--- src/rtl/kpt_pkg.sv ---
// Package for the partner training register bank: register indices, field positions,
// reset values, coefficient codes and the shared coefficient step function.
// Assumes a 32-bit AXI4-Lite register bus with one aligned word per register index.
package kpt_pkg;

    // Register indices; the byte address is four times the index.
    localparam logic [13:0] REG_IDX_CTRL = 14'h04D0;
    localparam logic [13:0] REG_IDX_EXCH = 14'h04D4;
    localparam logic [13:0] REG_IDX_TAP = 14'h04D5;
    localparam int ADDR_W = 16;

    // Field positions inside the exchange register.
    localparam int EXCH_REQ_LSB = 16;
    localparam int EXCH_INIT_BIT = 22;
    localparam int EXCH_PRESET_BIT = 23;
    localparam int EXCH_REPORT_LSB = 24;
    localparam int EXCH_RXRDY_BIT = 30;
    localparam int EXCH_WR_LANE = 2;

    // Field positions inside the tap readout and control registers.
    localparam int TAP_SWING_LSB = 0;
    localparam int TAP_POST_LSB = 8;
    localparam int CTRL_TRAIN_EN_BIT = 0;
    localparam int CTRL_LOCAL_RPT_LSB = 8;

    // Bit positions inside the received training frame words.
    localparam int FRM_INIT_BIT = 12;
    localparam int FRM_PRESET_BIT = 13;
    localparam int FRM_RXRDY_BIT = 15;

    // Reset values.
    localparam logic CTRL_TRAIN_EN_RST = 1'b1;
    localparam logic [5:0] EXCH_REQ_RST = 6'h00;
    localparam logic [5:0] EXCH_REPORT_RST = 6'h00;

    // Tap limits, initialize and preset values.
    localparam logic [4:0] SWING_MIN = 5'h00;
    localparam logic [4:0] SWING_MAX = 5'h1F;
    localparam logic [4:0] SWING_INIT = 5'h14;
    localparam logic [4:0] SWING_PRESET = 5'h1F;
    localparam logic [5:0] POST_MIN = 6'h00;
    localparam logic [5:0] POST_MAX = 6'h3F;
    localparam logic [5:0] POST_INIT = 6'h10;
    localparam logic [5:0] POST_PRESET = 6'h00;

    // Coefficient update request codes.
    localparam logic [1:0] UPD_HOLD = 2'h0;
    localparam logic [1:0] UPD_INC = 2'h1;
    localparam logic [1:0] UPD_DEC = 2'h2;
    localparam logic [1:0] UPD_RSVD = 2'h3;

    // Coefficient status report codes.
    localparam logic [1:0] RPT_NOT_UPD = 2'h0;
    localparam logic [1:0] RPT_MIN = 2'h1;
    localparam logic [1:0] RPT_UPD = 2'h2;
    localparam logic [1:0] RPT_MAX = 2'h3;

    // Bus response codes.
    localparam logic [1:0] RESP_OKAY = 2'h0;
    localparam logic [1:0] RESP_SLVERR = 2'h2;

    // Steps one coefficient; returns {report, new value}. Reserved acts as hold.
    function automatic logic [7:0] coefStep(input logic [1:0] code, input logic [5:0] val,
                                            input logic [5:0] lo, input logic [5:0] hi);
        logic [7:0] res;
        res = {RPT_NOT_UPD, val};
        case (code)
            UPD_INC: begin
                if (val >= hi) res = {RPT_MAX, val};
                else res = {RPT_UPD, 6'(val + 6'h01)};
            end
            UPD_DEC: begin
                if (val <= lo) res = {RPT_MIN, val};
                else res = {RPT_UPD, 6'(val - 6'h01)};
            end
            default: res = {RPT_NOT_UPD, val};
        endcase
        return res;
    endfunction : coefStep

endpackage : kpt_pkg

--- src/rtl/kpt_axil_slave.sv ---
// AXI4-Lite slave front end: one write and one read under way at a time.
// Assumes the register file decodes the address and answers within the same cycle.
`timescale 1ns/1ps
module kpt_axil_slave #(
    parameter int AW = kpt_pkg::ADDR_W
) (
    input wire logic clock,
    input wire logic rstN,
    input wire logic [AW-1:0] awaddr,
    input wire logic awvalid,
    output logic awready,
    input wire logic [31:0] wdata,
    input wire logic [3:0] wstrb,
    input wire logic wvalid,
    output logic wready,
    output logic [1:0] bresp,
    output logic bvalid,
    input wire logic bready,
    input wire logic [AW-1:0] araddr,
    input wire logic arvalid,
    output logic arready,
    output logic [31:0] rdata,
    output logic [1:0] rresp,
    output logic rvalid,
    input wire logic rready,
    output logic wrEn,
    output logic [AW-1:0] wrAddr,
    output logic [31:0] wrData,
    output logic [3:0] wrStrb,
    input wire logic wrOk,
    output logic [AW-1:0] rdAddr,
    input wire logic [31:0] rdData,
    input wire logic rdOk
);

    logic bvalid_r, bvalid_nxt, rvalid_r, rvalid_nxt;
    logic [1:0] bresp_r, bresp_nxt, rresp_r, rresp_nxt;
    logic [31:0] rdata_r, rdata_nxt;
    logic rdEn;

    // Address and data are taken together, which keeps the write path free of holding regs.
    assign awready = awvalid && wvalid && !bvalid_r;
    assign wready = awready;
    assign wrEn = awready;
    assign wrAddr = awaddr;
    assign wrData = wdata;
    assign wrStrb = wstrb;
    assign arready = !rvalid_r;
    assign rdEn = arvalid && arready;
    assign rdAddr = araddr;
    assign bvalid = bvalid_r;
    assign bresp = bresp_r;
    assign rvalid = rvalid_r;
    assign rresp = rresp_r;
    assign rdata = rdata_r;

    // Response channels hold until the master accepts them.
    always_comb begin
        bvalid_nxt = bvalid_r;
        bresp_nxt = bresp_r;
        rvalid_nxt = rvalid_r;
        rresp_nxt = rresp_r;
        rdata_nxt = rdata_r;
        if (bvalid_r && bready) bvalid_nxt = 1'b0;
        if (wrEn) begin
            bvalid_nxt = 1'b1;
            bresp_nxt = wrOk ? kpt_pkg::RESP_OKAY : kpt_pkg::RESP_SLVERR;
        end
        if (rvalid_r && rready) rvalid_nxt = 1'b0;
        if (rdEn) begin
            rvalid_nxt = 1'b1;
            rresp_nxt = rdOk ? kpt_pkg::RESP_OKAY : kpt_pkg::RESP_SLVERR;
            rdata_nxt = rdOk ? rdData : 32'h00000000;
        end
    end

    // Response registers.
    always_ff @(posedge clock or negedge rstN) begin
        if (!rstN) begin
            bvalid_r <= 1'b0;
            bresp_r <= 2'h0;
            rvalid_r <= 1'b0;
            rresp_r <= 2'h0;
            rdata_r <= 32'h00000000;
        end else begin
            bvalid_r <= bvalid_nxt;
            bresp_r <= bresp_nxt;
            rvalid_r <= rvalid_nxt;
            rresp_r <= rresp_nxt;
            rdata_r <= rdata_nxt;
        end
    end

endmodule : kpt_axil_slave

--- src/rtl/kpt_tap_update.sv ---
// Transmit tap update logic: applies partner update, initialize and preset requests.
// Assumes apply is a one-cycle pulse with the request inputs stable in that cycle.
`timescale 1ns/1ps
module kpt_tap_update #(
    parameter logic [4:0] SW_MIN = kpt_pkg::SWING_MIN,
    parameter logic [4:0] SW_MAX = kpt_pkg::SWING_MAX,
    parameter logic [4:0] SW_INIT = kpt_pkg::SWING_INIT,
    parameter logic [4:0] SW_PRESET = kpt_pkg::SWING_PRESET,
    parameter logic [5:0] PT_MIN = kpt_pkg::POST_MIN,
    parameter logic [5:0] PT_MAX = kpt_pkg::POST_MAX,
    parameter logic [5:0] PT_INIT = kpt_pkg::POST_INIT,
    parameter logic [5:0] PT_PRESET = kpt_pkg::POST_PRESET
) (
    input wire logic clock,
    input wire logic rstN,
    input wire logic apply,
    input wire logic [5:0] request,
    input wire logic initReq,
    input wire logic presetReq,
    output logic [4:0] swing,
    output logic [5:0] postTap,
    output logic [5:0] localReport
);

    logic [4:0] swing_r, swing_nxt;
    logic [5:0] post_r, post_nxt, rpt_r, rpt_nxt;
    logic [7:0] stepP, stepC, stepM;

    // Plus-one steers the post tap, center steers swing; the pre tap is not held here,
    // so minus-one increment answers maximum, decrement minimum, and hold or reserved not updated.
    assign stepP = kpt_pkg::coefStep(request[5:4], post_r, PT_MIN, PT_MAX);
    assign stepC = kpt_pkg::coefStep(request[3:2], {1'b0, swing_r}, {1'b0, SW_MIN},
                                     {1'b0, SW_MAX});
    assign stepM = kpt_pkg::coefStep(request[1:0], 6'h00, 6'h00, 6'h00);

    // Preset wins over initialize, which wins over step requests.
    always_comb begin
        swing_nxt = swing_r;
        post_nxt = post_r;
        rpt_nxt = rpt_r;
        if (apply) begin
            if (presetReq) begin
                swing_nxt = SW_PRESET;
                post_nxt = PT_PRESET;
                rpt_nxt = {3{kpt_pkg::RPT_NOT_UPD}};
            end else if (initReq) begin
                swing_nxt = SW_INIT;
                post_nxt = PT_INIT;
                rpt_nxt = {3{kpt_pkg::RPT_NOT_UPD}};
            end else begin
                post_nxt = stepP[5:0];
                swing_nxt = stepC[4:0];
                rpt_nxt = {stepP[7:6], stepC[7:6], stepM[7:6]};
            end
        end
    end

    // Tap registers start from the initialize values.
    always_ff @(posedge clock or negedge rstN) begin
        if (!rstN) begin
            swing_r <= SW_INIT;
            post_r <= PT_INIT;
            rpt_r <= 6'h00;
        end else begin
            swing_r <= swing_nxt;
            post_r <= post_nxt;
            rpt_r <= rpt_nxt;
        end
    end

    assign swing = swing_r;
    assign postTap = post_r;
    assign localReport = rpt_r;

endmodule : kpt_tap_update

--- src/rtl/kpt_training_regs.sv ---
// Partner training register bank: control, partner exchange and trained tap readout.
// Assumes received training frames arrive as a one-cycle strobe with both 16-bit words.
//
// How it works
// - Update field follows each received frame's first word while training on; writable only while training off.
// - Plus-one update code 11 reserved, 01 increments, 10 decrements.
// - Center and minus-one update subfields use the same encoding as plus-one.
// - Initialize request set loads initialize transmit coefficients; clear means normal.
// - Preset request set loads preset coefficients turning equalization off.
// - Read-only report field shows each received frame's second word.
// - Status codes: 11 maximum, 01 minimum, 10 updated, 00 not updated.
// - Receiver-ready bit shows the partner's training-complete flag from the frame.
// - Read-only field holds the latest trained transmit swing setting.
// - Read-only field holds the latest trained transmit post-tap setting.
`timescale 1ns/1ps
module kpt_training_regs #(
    parameter int AW = kpt_pkg::ADDR_W
) (
    input wire logic clock,
    input wire logic reset_n,
    input wire logic [AW-1:0] awaddr,
    input wire logic awvalid,
    output logic awready,
    input wire logic [31:0] wdata,
    input wire logic [3:0] wstrb,
    input wire logic wvalid,
    output logic wready,
    output logic [1:0] bresp,
    output logic bvalid,
    input wire logic bready,
    input wire logic [AW-1:0] araddr,
    input wire logic arvalid,
    output logic arready,
    output logic [31:0] rdata,
    output logic [1:0] rresp,
    output logic rvalid,
    input wire logic rready,
    input wire logic frameValid,
    input wire logic [15:0] frameUpdateWord,
    input wire logic [15:0] frameStatusWord,
    output logic [5:0] partnerCoefRequest,
    output logic partnerInitRequest,
    output logic partnerPresetRequest,
    output logic [5:0] partnerCoefReport,
    output logic partnerRxTrained,
    output logic [4:0] trainedSwingValue,
    output logic [5:0] trainedPostTapValue,
    output logic [5:0] localCoefReport,
    output logic trainingEnableCtl
);

    localparam logic [AW-1:0] ADDR_CTRL = AW'({kpt_pkg::REG_IDX_CTRL, 2'b00});
    localparam logic [AW-1:0] ADDR_EXCH = AW'({kpt_pkg::REG_IDX_EXCH, 2'b00});
    localparam logic [AW-1:0] ADDR_TAP = AW'({kpt_pkg::REG_IDX_TAP, 2'b00});

    logic [1:0] rstSync_r;
    logic rstN;
    logic wrEn, wrOk, rdOk;
    logic [AW-1:0] wrAddr, rdAddr;
    logic [31:0] wrData, rdData;
    logic [3:0] wrStrb;
    logic trainEn_r, trainEn_nxt;
    logic [5:0] req_r, req_nxt, report_r, report_nxt;
    logic init_r, init_nxt, preset_r, preset_nxt, rxRdy_r, rxRdy_nxt;
    logic apply_r, apply_nxt;
    logic swWrExch;

    // Reset is released through two flops so every register leaves reset on the same edge.
    always_ff @(posedge clock or negedge reset_n) begin
        if (!reset_n) rstSync_r <= 2'b00;
        else rstSync_r <= {rstSync_r[0], 1'b1};
    end
    assign rstN = rstSync_r[1];

    kpt_axil_slave #(.AW(AW)) uBus (
        .clock(clock),
        .rstN(rstN),
        .awaddr(awaddr),
        .awvalid(awvalid),
        .awready(awready),
        .wdata(wdata),
        .wstrb(wstrb),
        .wvalid(wvalid),
        .wready(wready),
        .bresp(bresp),
        .bvalid(bvalid),
        .bready(bready),
        .araddr(araddr),
        .arvalid(arvalid),
        .arready(arready),
        .rdata(rdata),
        .rresp(rresp),
        .rvalid(rvalid),
        .rready(rready),
        .wrEn(wrEn),
        .wrAddr(wrAddr),
        .wrData(wrData),
        .wrStrb(wrStrb),
        .wrOk(wrOk),
        .rdAddr(rdAddr),
        .rdData(rdData),
        .rdOk(rdOk)
    );

    // Address decode; anything outside the three words answers with a slave error.
    assign wrOk = (wrAddr == ADDR_CTRL) || (wrAddr == ADDR_EXCH) || (wrAddr == ADDR_TAP);
    assign rdOk = (rdAddr == ADDR_CTRL) || (rdAddr == ADDR_EXCH) || (rdAddr == ADDR_TAP);
    assign swWrExch = wrEn && (wrAddr == ADDR_EXCH) && wrStrb[kpt_pkg::EXCH_WR_LANE];

    // Exchange fields: frames drive them while training runs, software only when it is off.
    // A frame in the same cycle as a write while training is off still updates the report
    // and ready bits, since those are never software writable.
    always_comb begin
        trainEn_nxt = trainEn_r;
        req_nxt = req_r;
        init_nxt = init_r;
        preset_nxt = preset_r;
        report_nxt = report_r;
        rxRdy_nxt = rxRdy_r;
        apply_nxt = 1'b0;
        if (wrEn && (wrAddr == ADDR_CTRL) && wrStrb[0]) begin
            trainEn_nxt = wrData[kpt_pkg::CTRL_TRAIN_EN_BIT];
        end
        if (trainEn_r) begin
            if (frameValid) begin
                req_nxt = frameUpdateWord[5:0];
                init_nxt = frameUpdateWord[kpt_pkg::FRM_INIT_BIT];
                preset_nxt = frameUpdateWord[kpt_pkg::FRM_PRESET_BIT];
                apply_nxt = 1'b1;
            end
        end else if (swWrExch) begin
            req_nxt = wrData[kpt_pkg::EXCH_REQ_LSB +: 6];
            init_nxt = wrData[kpt_pkg::EXCH_INIT_BIT];
            preset_nxt = wrData[kpt_pkg::EXCH_PRESET_BIT];
            apply_nxt = 1'b1;
        end
        if (frameValid) begin
            report_nxt = frameStatusWord[5:0];
            rxRdy_nxt = frameStatusWord[kpt_pkg::FRM_RXRDY_BIT];
        end
    end

    // Exchange and control registers; an exchange write while training runs leaves the request fields alone.
    always_ff @(posedge clock or negedge rstN) begin
        if (!rstN) begin
            trainEn_r <= kpt_pkg::CTRL_TRAIN_EN_RST;
            req_r <= kpt_pkg::EXCH_REQ_RST;
            init_r <= 1'b0;
            preset_r <= 1'b0;
            report_r <= kpt_pkg::EXCH_REPORT_RST;
            rxRdy_r <= 1'b0;
            apply_r <= 1'b0;
        end else begin
            trainEn_r <= trainEn_nxt;
            req_r <= req_nxt;
            init_r <= init_nxt;
            preset_r <= preset_nxt;
            report_r <= report_nxt;
            rxRdy_r <= rxRdy_nxt;
            apply_r <= apply_nxt;
        end
    end

    // Taps move one cycle after the request fields are registered.
    kpt_tap_update uTap (
        .clock(clock),
        .rstN(rstN),
        .apply(apply_r),
        .request(req_r),
        .initReq(init_r),
        .presetReq(preset_r),
        .swing(trainedSwingValue),
        .postTap(trainedPostTapValue),
        .localReport(localCoefReport)
    );

    // Read data; local-device fields outside this bank read as zero.
    always_comb begin
        rdData = 32'h00000000;
        if (rdAddr == ADDR_CTRL) begin
            rdData[kpt_pkg::CTRL_TRAIN_EN_BIT] = trainEn_r;
            rdData[kpt_pkg::CTRL_LOCAL_RPT_LSB +: 6] = localCoefReport;
        end else if (rdAddr == ADDR_EXCH) begin
            rdData[kpt_pkg::EXCH_REQ_LSB +: 6] = req_r;
            rdData[kpt_pkg::EXCH_INIT_BIT] = init_r;
            rdData[kpt_pkg::EXCH_PRESET_BIT] = preset_r;
            rdData[kpt_pkg::EXCH_REPORT_LSB +: 6] = report_r;
            rdData[kpt_pkg::EXCH_RXRDY_BIT] = rxRdy_r;
        end else if (rdAddr == ADDR_TAP) begin
            rdData[kpt_pkg::TAP_SWING_LSB +: 5] = trainedSwingValue;
            rdData[kpt_pkg::TAP_POST_LSB +: 6] = trainedPostTapValue;
        end
    end

    assign partnerCoefRequest = req_r;
    assign partnerInitRequest = init_r;
    assign partnerPresetRequest = preset_r;
    assign partnerCoefReport = report_r;
    assign partnerRxTrained = rxRdy_r;
    assign trainingEnableCtl = trainEn_r;

    logic stepOnly;
    assign stepOnly = apply_r && !init_r && !preset_r;
endmodule : kpt_training_regs

--- config.mk ---
export PLATFORM = sky130hd
export DESIGN_NAME = kpt_training_regs
export DESIGN_NICKNAME = d
export VERILOG_FILES = /design/src/rtl/kpt_pkg.sv /design/src/rtl/kpt_axil_slave.sv /design/src/rtl/kpt_tap_update.sv /design/src/rtl/kpt_training_regs.sv
export SDC_FILE = /design/constraint.sdc
export NUM_CORES = 1
export LEC_CHECK = 0
export ABC_AREA = 1
export BUFFER_PORTS_ARGS = -buffer_cell sky130_fd_sc_hd__clkbuf_2
export CORE_MARGIN = 4
export CORE_UTILIZATION = 54
export DETAILED_ROUTE_END_ITERATION = 8
export MAX_ROUTING_LAYER = met4
export PLACE_DENSITY_LB_ADDON = 0.3
export SLEW_MARGIN = 20
export SYNTH_ARGS = -nofsm -noshare
export SYNTH_HDL_FRONTEND = slang
export SYNTH_HIERARCHICAL = 1
export SYNTH_SLANG_ARGS = --single-unit
--- constraint.sdc ---
create_clock -name clock -period 4.7 [get_ports clock]
set_clock_uncertainty 0.2 [all_clocks]
set_input_delay 0.47 -clock clock [delete_from_list [all_inputs] [get_ports clock]]
set_output_delay 0.47 -clock clock [all_outputs]
set_load 0.005 [all_outputs]
## Word-level counts from Yosys, hierarchy flattened

Index checks and enable logic that the tools add are counted.

| storage, ports and cells | value |
|---|---|
| logic and storage cells | 105 |
| register bits after elaboration | 74 |
| input port bits | 108 |

| operators by class | value |
|---|---|
| $add $sub $neg | 4 |
| order comparisons | 4 |
| reductions and logical operators | 23 |
| muxes and demuxes | 41 |
| equality and inequality tests | 17 |

Operators by type and width:

| cell | count |
|---|---|
| 16-bit by 13-bit equality test with 1-bit output (second input constant) | 6 |
| 6-bit two-way mux | 10 |
| 8-bit one-hot mux with 2 select lines | 3 |
| 31-bit two-way mux | 1 |
| 15-bit two-way mux | 2 |
| 5-bit two-way mux | 4 |
| 8-bit two-way mux | 2 |
| 4-bit != test (second input constant) | 4 |
| 1-bit two-way mux | 14 |
| 7-bit two-way mux | 2 |
| 1-bit logical AND | 9 |
| 4-bit AND reduction | 2 |
| 4-bit nonzero test | 2 |
| 5-bit by 1-bit adder with 6-bit output (second input constant) | 1 |
| 6-bit by 1-bit adder with 6-bit output (second input constant) | 1 |
| 2-bit by 1-bit equality test with 1-bit output (second input constant) | 3 |
| 2-bit equality test (second input constant) | 3 |
| 6-bit >= comparator (second input constant) | 1 |
| 6-bit by 1-bit less-or-equal comparator with 1-bit output (second input constant) | 1 |
| 2-bit nonzero test | 3 |
| 5-bit by 1-bit subtractor with 6-bit output (second input constant) | 1 |
| 6-bit by 1-bit subtractor with 6-bit output (second input constant) | 1 |
| 5-bit >= comparator (second input constant) | 1 |
| 5-bit by 1-bit less-or-equal comparator with 1-bit output (second input constant) | 1 |
| other kinds (6) | 11 |

## Depth between registers and ports, before layout

Gate-level depths: netlist of run 1.

| logic depth | value |
|---|---|
| word-level depth | 6 |
| depth in mapped cells | 11 |
| depth with buffers taken out | 11 |

## Cells and area by module

Netlist of run 1, hierarchy kept.

By module, submodules not included:

| module | cells an instance | area each (sq um) | instances | seq. area each (sq um) |
|---|---|---|---|---|
| kpt_axil_slave | 230 | 2,018.2 | 1 | 900.9 |
| kpt_tap_update | 223 | 1,521.5 | 1 | 429.2 |
| kpt_training_regs | 201 | 1,368.8 | 1 | 476.7 |

## Worst setup path before layout of run 1

Ideal clock, no wire load.

| timing | value |
|---|---|
| path type | input to register |
| start | input port araddr[11] |
| end | register uBus.rdata_r[10] (netlist: uBus/rdata[10]) |
| arrival | 1,799 ps |
| cell stages on the path | 11 |
| slack | 2,625 ps |
| required time | 4,424 ps |
| cells stage by stage | buf_4 -> nor2_1 -> nand3_2 -> nor2_8 -> nand3_4 -> buf_6 -> nand3_1 -> buf_4 -> buf_2 -> nand2_1 -> o21ai_1 |

RTL lines:

| element | line | text |
|---|---|---|
| start: declaration | kpt_training_regs.sv:31 | `input wire logic [AW-1:0] araddr,` |
| 16-bit by 13-bit equality test with 1-bit output | kpt_training_regs.sv:107 | `assign rdOk = (rdAddr == ADDR_CTRL) \|\| (rdAddr == ADDR_EXCH) \|\| (rdAddr == ADDR_TAP);` |
| 1-bit logical OR | kpt_training_regs.sv:107 |  |
| 1-bit logical OR (*) | kpt_training_regs.sv:107 |  |
| net rdOk | kpt_training_regs.sv:58 | `logic wrEn, wrOk, rdOk;` |
| 31-bit two-way mux (*) | kpt_axil_slave.sv:73 | `rdata_nxt = rdOk ? rdData : 32'h00000000;` |
| end signal: assignment | kpt_axil_slave.sv:90 | `rdata_r <= rdata_nxt;` |
| end: declaration | kpt_axil_slave.sv:38 | `logic [31:0] rdata_r, rdata_nxt;` |

The timed path passes the listed nets; every way through them passes the cells marked *.
A chain may end at the register's enable or synchronous reset.

## Final worst setup path of run 1

| timing | value |
|---|---|
| start | register uTap.swing_r[0] (netlist: uTap/swing[0]) |
| end | register uTap.swing_r[0] (netlist: uTap/swing[0]) |

| between the ends | value |
|---|---|
| word-level cells in the longest chain between the ends | 5 |

Ends and longest elaborated chain:

| element | line | text |
|---|---|---|
| start: declaration | kpt_tap_update.sv:25 | `logic [4:0] swing_r, swing_nxt;` |
| start signal: assignment | kpt_tap_update.sv:65 | `swing_r <= swing_nxt;` |
| 5-bit by 1-bit subtractor with 6-bit output / 5-bit by 1-bit adder with 6-bit output (equally long branches) | kpt_pkg.sv:74, kpt_pkg.sv:70 |  |
| 8-bit two-way mux / 7-bit two-way mux (equally long branches) | kpt_pkg.sv:73, kpt_pkg.sv:69 |  |
| 8-bit one-hot mux with 2 select lines | kpt_pkg.sv:67 | `case (code)` |
| 5-bit two-way mux | kpt_tap_update.sv:46 | `end else if (initReq) begin` |
| 5-bit two-way mux | kpt_tap_update.sv:42 | `if (presetReq) begin` |

Parallel ways exist; a longest one is shown, timed or not. The select of a mux whose other input is x is not followed.

==> results of run 1 <==
==> through the flow <==
stage	instance area, um^2	setup WS [ns]	instances	hold slack [ns]
global placement	5081	2.421	815	0.05748
detailed placement	5081	2.340	815	0.05994
floorplan	4743	2.353	635	-0.02559
CTS	5256	2.628	832	0.08231
finish	5256	2.622	832	0.1009
global route	5256	2.432	832	0.1030
==> registers in the layout (all words and copies together) (netlist names) <==
register / cells
partnerCoefRequest: 6
partnerCoefReport: 6
trainingEnableCtl: 1
uTap/localReport: 6
apply_r: 1
partnerRxTrained: 1
uBus/rdata: 32
partnerPresetRequest: 1
uTap/swing: 5
partnerInitRequest: 1
rstSync_r: 2
uBus/bvalid: 1
uBus/rresp: 1
uBus/bresp: 1
uBus/rvalid: 1
uTap/postTap: 6
==> power by group <==
group / switching, mW / total, mW / internal (mW)
clock network: 0.227 / 0.417 / 0.191
logic: 0.0602 / 0.101 / 0.0406
registers: 0.0111 / 0.642 / 0.631
total: 0.298 / 1.16 / 0.863
==> path summary, 6_finish.rpt <==
check / end / slack, ns / depth (start not counted)
min: partnerCoefRequest[1]$_DFFE_PN0P_ / 0.10 / 0
min reg2reg: partnerCoefRequest[1]$_DFFE_PN0P_ / 0.10 / 0
max in group asynchronous: uBus/rdata[4]$_DFFE_PN0P_ / 3.27 / 1
min in group clock: uBus/bvalid$_DFFE_PN0P_ / 0.10 / 2
max reg2reg: uTap/swing[0]$_DFFE_PN0P_ / 2.62 / 10
max: uTap/swing[0]$_DFFE_PN0P_ / 2.62 / 10
==> worst max-delay path: cells and delay by family, from the launching register on <==
kind            cells  cell delay, ns
simple gates        6            0.56
flops               1            0.50
fa+ha+maj           2            0.46
compound gates      2            0.27
==> layout make-up <==
cell class | count | area [um^2] | share of cell area (%)
Timing Repair Buffer | 140 | 710.7 | 13.52
Sequential cell | 72 | 1808 | 34.40
Tap cell | 105 | 131.4 | 2.499
Multi-Input combinational cell | 436 | 2203 | 41.92
Clock inverter | 5 | 33.78 | 0.6427
Inverter | 63 | 237.7 | 4.523
Clock buffer | 11 | 131.4 | 2.499
==> cells in the final DEF (no fill, tap or decap), types with 21 or more instances in the layout <==
master,n
o21ai_1,39
dfrtp_1,67
o21ai_0,21
inv_1,54
nor2_1,37
nand3_1,30
nand2_1,211
clkbuf_2,137
==> layer usage <==
| metal | wire length [um] | vias up |
|---|---|---|
| li1 | - | 2131 |
| met5 | 0 | - |
| met1 | 4991 | 1840 |
| met3 | 661 | 15 |
| met4 | 154 | 0 |
| met2 | 5280 | 141 |
==> flow_metrics.py, run 1 <==
metrics = {
    "run": {
        "max_cap_viol_count": 0,
    },
    "cts": {
        "cts_setup_buffers": 0,
        "cts_made_buffers": 9,
        "clk_pin_slew_ns": 0.08,
        "cts_resized": 0,
        "cts_tree": "done",
        "clkSinkCount": 72,
        "cts-root-buf": "clkbuf_8",
        "htreeDepth": 3,
        "hold_buffers": 1,
        "clock_path_buffers": 2,
        "clk_latency_ns": 0.34,
    },
    "finish": {
        "synthToLayoutAreaGrowth_pct": 11.34,
        "drive_gt1_share_pct": 29.02,
        "nets": 841,
        "num-fill-cells": 799,
        "antenna_cells": 0,
        "postLayoutCoreUtil_pct": 63.02,
    },
    "critical_path": {
        "worst-path-max-fanout": 6,
        "required_ns": 4.77,
        "cpMostUsedCell": "nand2_1",
        "start_kind": "register",
        "setup.worst_path.start": "uTap/swing[0]$_DFFE_PN0P_",
        "r2r_start": "uTap/swing[0]$_DFFE_PN0P_",
        "path_cells": "ha_1, nand2_1, nor2_1, ha_1, o21bai_2, nand3_1, nand2_1, nor2_2, nand2_1, o21ai_1",
        "path_class": "reg2reg",
        "critPathArrivalTime_ns": 2.14,
        "cp_slowest_cell": "dfrtp_1",
        "worst_setup_path_end_kind": "register",
        "critical-path-max-stage-delay_ns": 0.50,
    },
    "timing": {
        "tightestPinTransition_ns": 0.6508,
        "report.final.setup_viol": 0,
        "rsz0062_at_grt": "no",
        "fin_crit_sh_pct": 44.21,
        "fin_crit_ns": 2.078,
        "hold_viol": 0,
        "fmax_ghz": 0.4813,
        "slew_violations": 0,
        "slew_headroom_pct": 56.61,
        "tns_ns": 0,
    },
    "floorplanning": {
        "fp.dieW_um": 101.5,
        "io-pin-count": 182,
        "placementRows": 33,
        "core_um2": 8341,
        "start_util_pct": 56.60,
        "die_y_um": 101.5,
        "dieArea_um2": 10300,
    },
    "route": {
        "drt-wirelength-per-cell_um": 13.33,
        "num_vias": 4127,
        "avgViaCountPerCell": 4.960,
        "drc": 0,
        "routed_wl_um": 11090,
        "detail_route.iter0.violations": 183,
        "antenna_left": 0,
        "firstDrtPassIters": 5,
    },
    "global_route": {
        "first_global_vias": 3904,
        "grt_use_met2_pct": 36.52,
        "grt_busiest_layer": "met2",
        "gr-total-overflow": 0,
        "use_met3_pct": 3.512,
        "grt_max_degree": 68,
        "grt_first_pass_wirelength_um": 17900,
        "antenna_found_initial": 0,
        "gr-usage-all-layers_pct": 22.40,
        "globalRouteMet1Util_pct": 28.87,
    },
    "power_and_ir_drop": {
        "power_density_nw_per_um2": 220.8,
        "ir_drop_mv": 0.1089,
        "p_leak_nw": 2.710,
        "total_power_mw": 1.161,
    },
    "place": {
        "hpwl_um": 8767,
        "gp_congestion": 0.9196,
        "portBuffers": 137,
    },
    "logic_synthesis": {
        "syn_avg_cell_area_um2": 7.505,
        "ys_warn_count": 6,
        "synth_cells": 629,
        "syn_area_um2": 4721,
    },
    "outcome": {
        "outcome": "finished clean",
    },
    "hold_path": {
        "hp-class": "reg2async",
    },
}
(Power assumes the default switching activity.)
==> inputs of run 2 (changes only) <==
Settings changed: ABC_AREA 1 to 0, CORE_UTILIZATION 54 to 46.
Clock period 4.7 ns to 1.7 ns, I/O delays scaled along.
==> run 2 against run 1 <==
The run now ends with negative setup slack left. Critical path depth is 1 lower. Setup slack worse by 3.0 ns. Combinational power grew to 3.9 times the previous value. Clock-buffer cell count is 1 lower. Die area is 18% higher. Maximum frequency is 2.2% lower. Via count is 4.9% higher. First-iteration DRC count is 5.5% lower. Utilization is 4.3 points higher. Worst hold slack worse by 0.078 ns. Register-to-register slack worse by 3.0 ns. Critical path type unchanged. Critical endpoint is now uTap/swing[4]$_DFFE_PN1P_. Largest cell class unchanged. Largest power group unchanged. Highest routed layer unchanged.
==> flow_metrics.py, run 2 <==
metrics = {
    "route": {
        "drc": 0,
        "num_vias": 4328,
        "detail_route.iter0.violations": 173,
        "avgViaCountPerCell": 5.098,
        "drt-wirelength-per-cell_um": 16.53,
        "antenna_left": 0,
        "routed_wl_um": 14030,
        "firstDrtPassIters": 4,
    },
    "floorplanning": {
        "dieArea_um2": 12110,
        "core_um2": 9955,
        "fp.dieW_um": 110.0,
        "start_util_pct": 48.10,
        "io-pin-count": 182,
        "placementRows": 36,
        "die_y_um": 110.0,
    },
    "finish": {
        "synthToLayoutAreaGrowth_pct": 40.01,
        "largest_register_ff_count": 32,
        "drive_gt1_share_pct": 46.09,
        "final_common_cell": "clkbuf_2",
        "antenna_cells": 0,
        "layout_common_cells": "clkbuf_2, buf_4, dfrtp_1, inv_1, nand2_1",
        "nets": 830,
    },
    "critical_path": {
        "path_class": "reg2reg",
        "setup.worst_path.start": "uTap/swing[0]$_DFFE_PN0P_",
        "crit_cells": 9,
        "cpMostUsedCell": "ha_4",
        "reg2reg_depth": 9,
        "start_kind": "register",
        "worst_setup_path_end_kind": "register",
        "critPathArrivalTime_ns": 2.22,
        "critical-path-max-stage-delay_ns": 0.44,
        "regToRegEndpoint": "uTap/swing[4]$_DFFE_PN1P_",
        "r2r_start": "uTap/swing[0]$_DFFE_PN0P_",
        "ff2ff_setup_slack_ns": -0.42,
        "setup.worst_path.end": "uTap/swing[4]$_DFFE_PN1P_",
        "required_ns": 1.79,
        "cp_top_family": "compound AO/OA/AOI/OAI gates",
        "cp_num_buf_inv": 1,
        "cp_slowest_cell": "dfrtp_2",
        "worst-path-max-fanout": 4,
        "path_cells": "ha_4, nand2_4, nor2_4, ha_4, a221o_1, o21ai_4, buf_4, nor2_1, a21oi_1",
    },
    "cts": {
        "cts_made_buffers": 9,
        "cts-root-buf": "clkbuf_8",
        "clk_latency_ns": 0.37,
        "clk_pin_slew_ns": 0.08,
        "htreeDepth": 3,
        "clkSinkCount": 72,
        "cts_tree": "done",
        "clock_path_buffers": 2,
    },
    "timing": {
        "fmax_ghz": 0.4708,
        "tightestPinTransition_ns": 0.5047,
        "slew_violations": 0,
        "fin_crit_sh_pct": 125.0,
        "fin_crit_ns": 2.124,
        "rsz0062_at_grt": "yes",
        "fin_ws_ns": -0.4242,
        "slew_headroom_pct": 66.35,
        "hold_slack_ns": 0.02292,
        "report.final.setup_viol": 23,
        "hold_viol": 0,
    },
    "outcome": {
        "outcome": "complete, but fails checks",
        "violations": "negative setup slack",
    },
    "power_and_ir_drop": {
        "power_density_nw_per_um2": 531.9,
        "p_leak_nw": 3.230,
        "ir_drop_mv": 0.2979,
    },
    "place": {
        "portBuffers": 137,
        "gp_congestion": 0.9016,
        "hpwl_um": 9973,
        "place_ws_ns": -0.4107,
    },
    "logic_synthesis": {
        "syn_avg_cell_area_um2": 9.463,
        "ys_warn_count": 6,
        "syn_area_um2": 4788,
        "synth_cells": 506,
    },
    "global_route": {
        "first_global_vias": 4460,
        "antenna_found_initial": 0,
        "gr-total-overflow": 0,
        "grt_first_pass_wirelength_um": 22110,
        "gr-usage-all-layers_pct": 24.29,
        "grt_max_degree": 35,
    },
    "run": {
        "max_cap_viol_count": 0,
    },
    "hold_path": {
        "hp-class": "in2reg",
        "whs_path_depth": 4,
    },
}
-- run 2: layout make-up --
cell class	count	area [um^2]
fillers	807	3251
multi-input cells	311	2504
flip-flops and latches	72	1815
repair buffers	260	1809
inverters	57	214.0
well taps	133	166.4
clock buffers	10	127.6
clock inverters	6	67.56
-- run 2: routing by layer --
metal	up-vias	track usage, %	share of wire, %
met5	-	-	0
met4	0	10.42	2.3
met3	24	2.912	4.8
met2	140	41.03	51
met1	2089	29.36	42
li1	2075	-	-
-- run 2: worst min path at each step --
stage / from / to / slack [ns]
2_1_floorplan: reset_n / rstSync_r[0]$_DFF_PN0_ / -0.33
3_3_place_gp: reset_n / rstSync_r[0]$_DFF_PN0_ / -0.24
3_5_place_dp: reset_n / rstSync_r[0]$_DFF_PN0_ / -0.24
4_1_cts: wvalid / uBus/bvalid$_DFFE_PN0P_ / 0.003
5_1_grt: frameValid / partnerCoefReport[4]$_DFFE_PN0P_ / 0.04
6_report: awvalid / uBus/bvalid$_DFFE_PN0P_ / 0.02
-- run 2: what timing repair did --
item,4_1_cts,5_1_grt
endpoints found under the setup margin,23,28
endpoints found under the hold margin,20,0
resized for setup,23,22
buffers inserted,15,5
pin swaps,8,11
hold buffers,28,0
-- run 2: where the power goes --
group          internal [mW]  total [mW]  switching (mW)
Combinational          0.215       0.391           0.176
Clock                  0.683        1.41           0.724
Sequential              1.74        1.77          0.0307
-- run 2: through the flow --
step | util [%] | TNS [ns] | instance area [um^2] | std cells | power, mW
floorplan | - | -3.072 | 4949 | 512 | 2.065
global placement | 59.54 | -3.426 | 5927 | 788 | 2.123
detailed placement | 59.54 | -4.868 | 5927 | 788 | 2.134
CTS | 66.35 | -3.945 | 6605 | 847 | 3.590
global route | 67.35 | -6.557 | 6704 | 849 | 3.700
finish | 67.35 | -4.777 | 6704 | 849 | 3.566
-- run 2: worst min-delay path: stages --
cell	delay, ns
clkbuf_2	0.08
nand3b_1	0.11
buf_4	0.13
o21ai_0	0.06
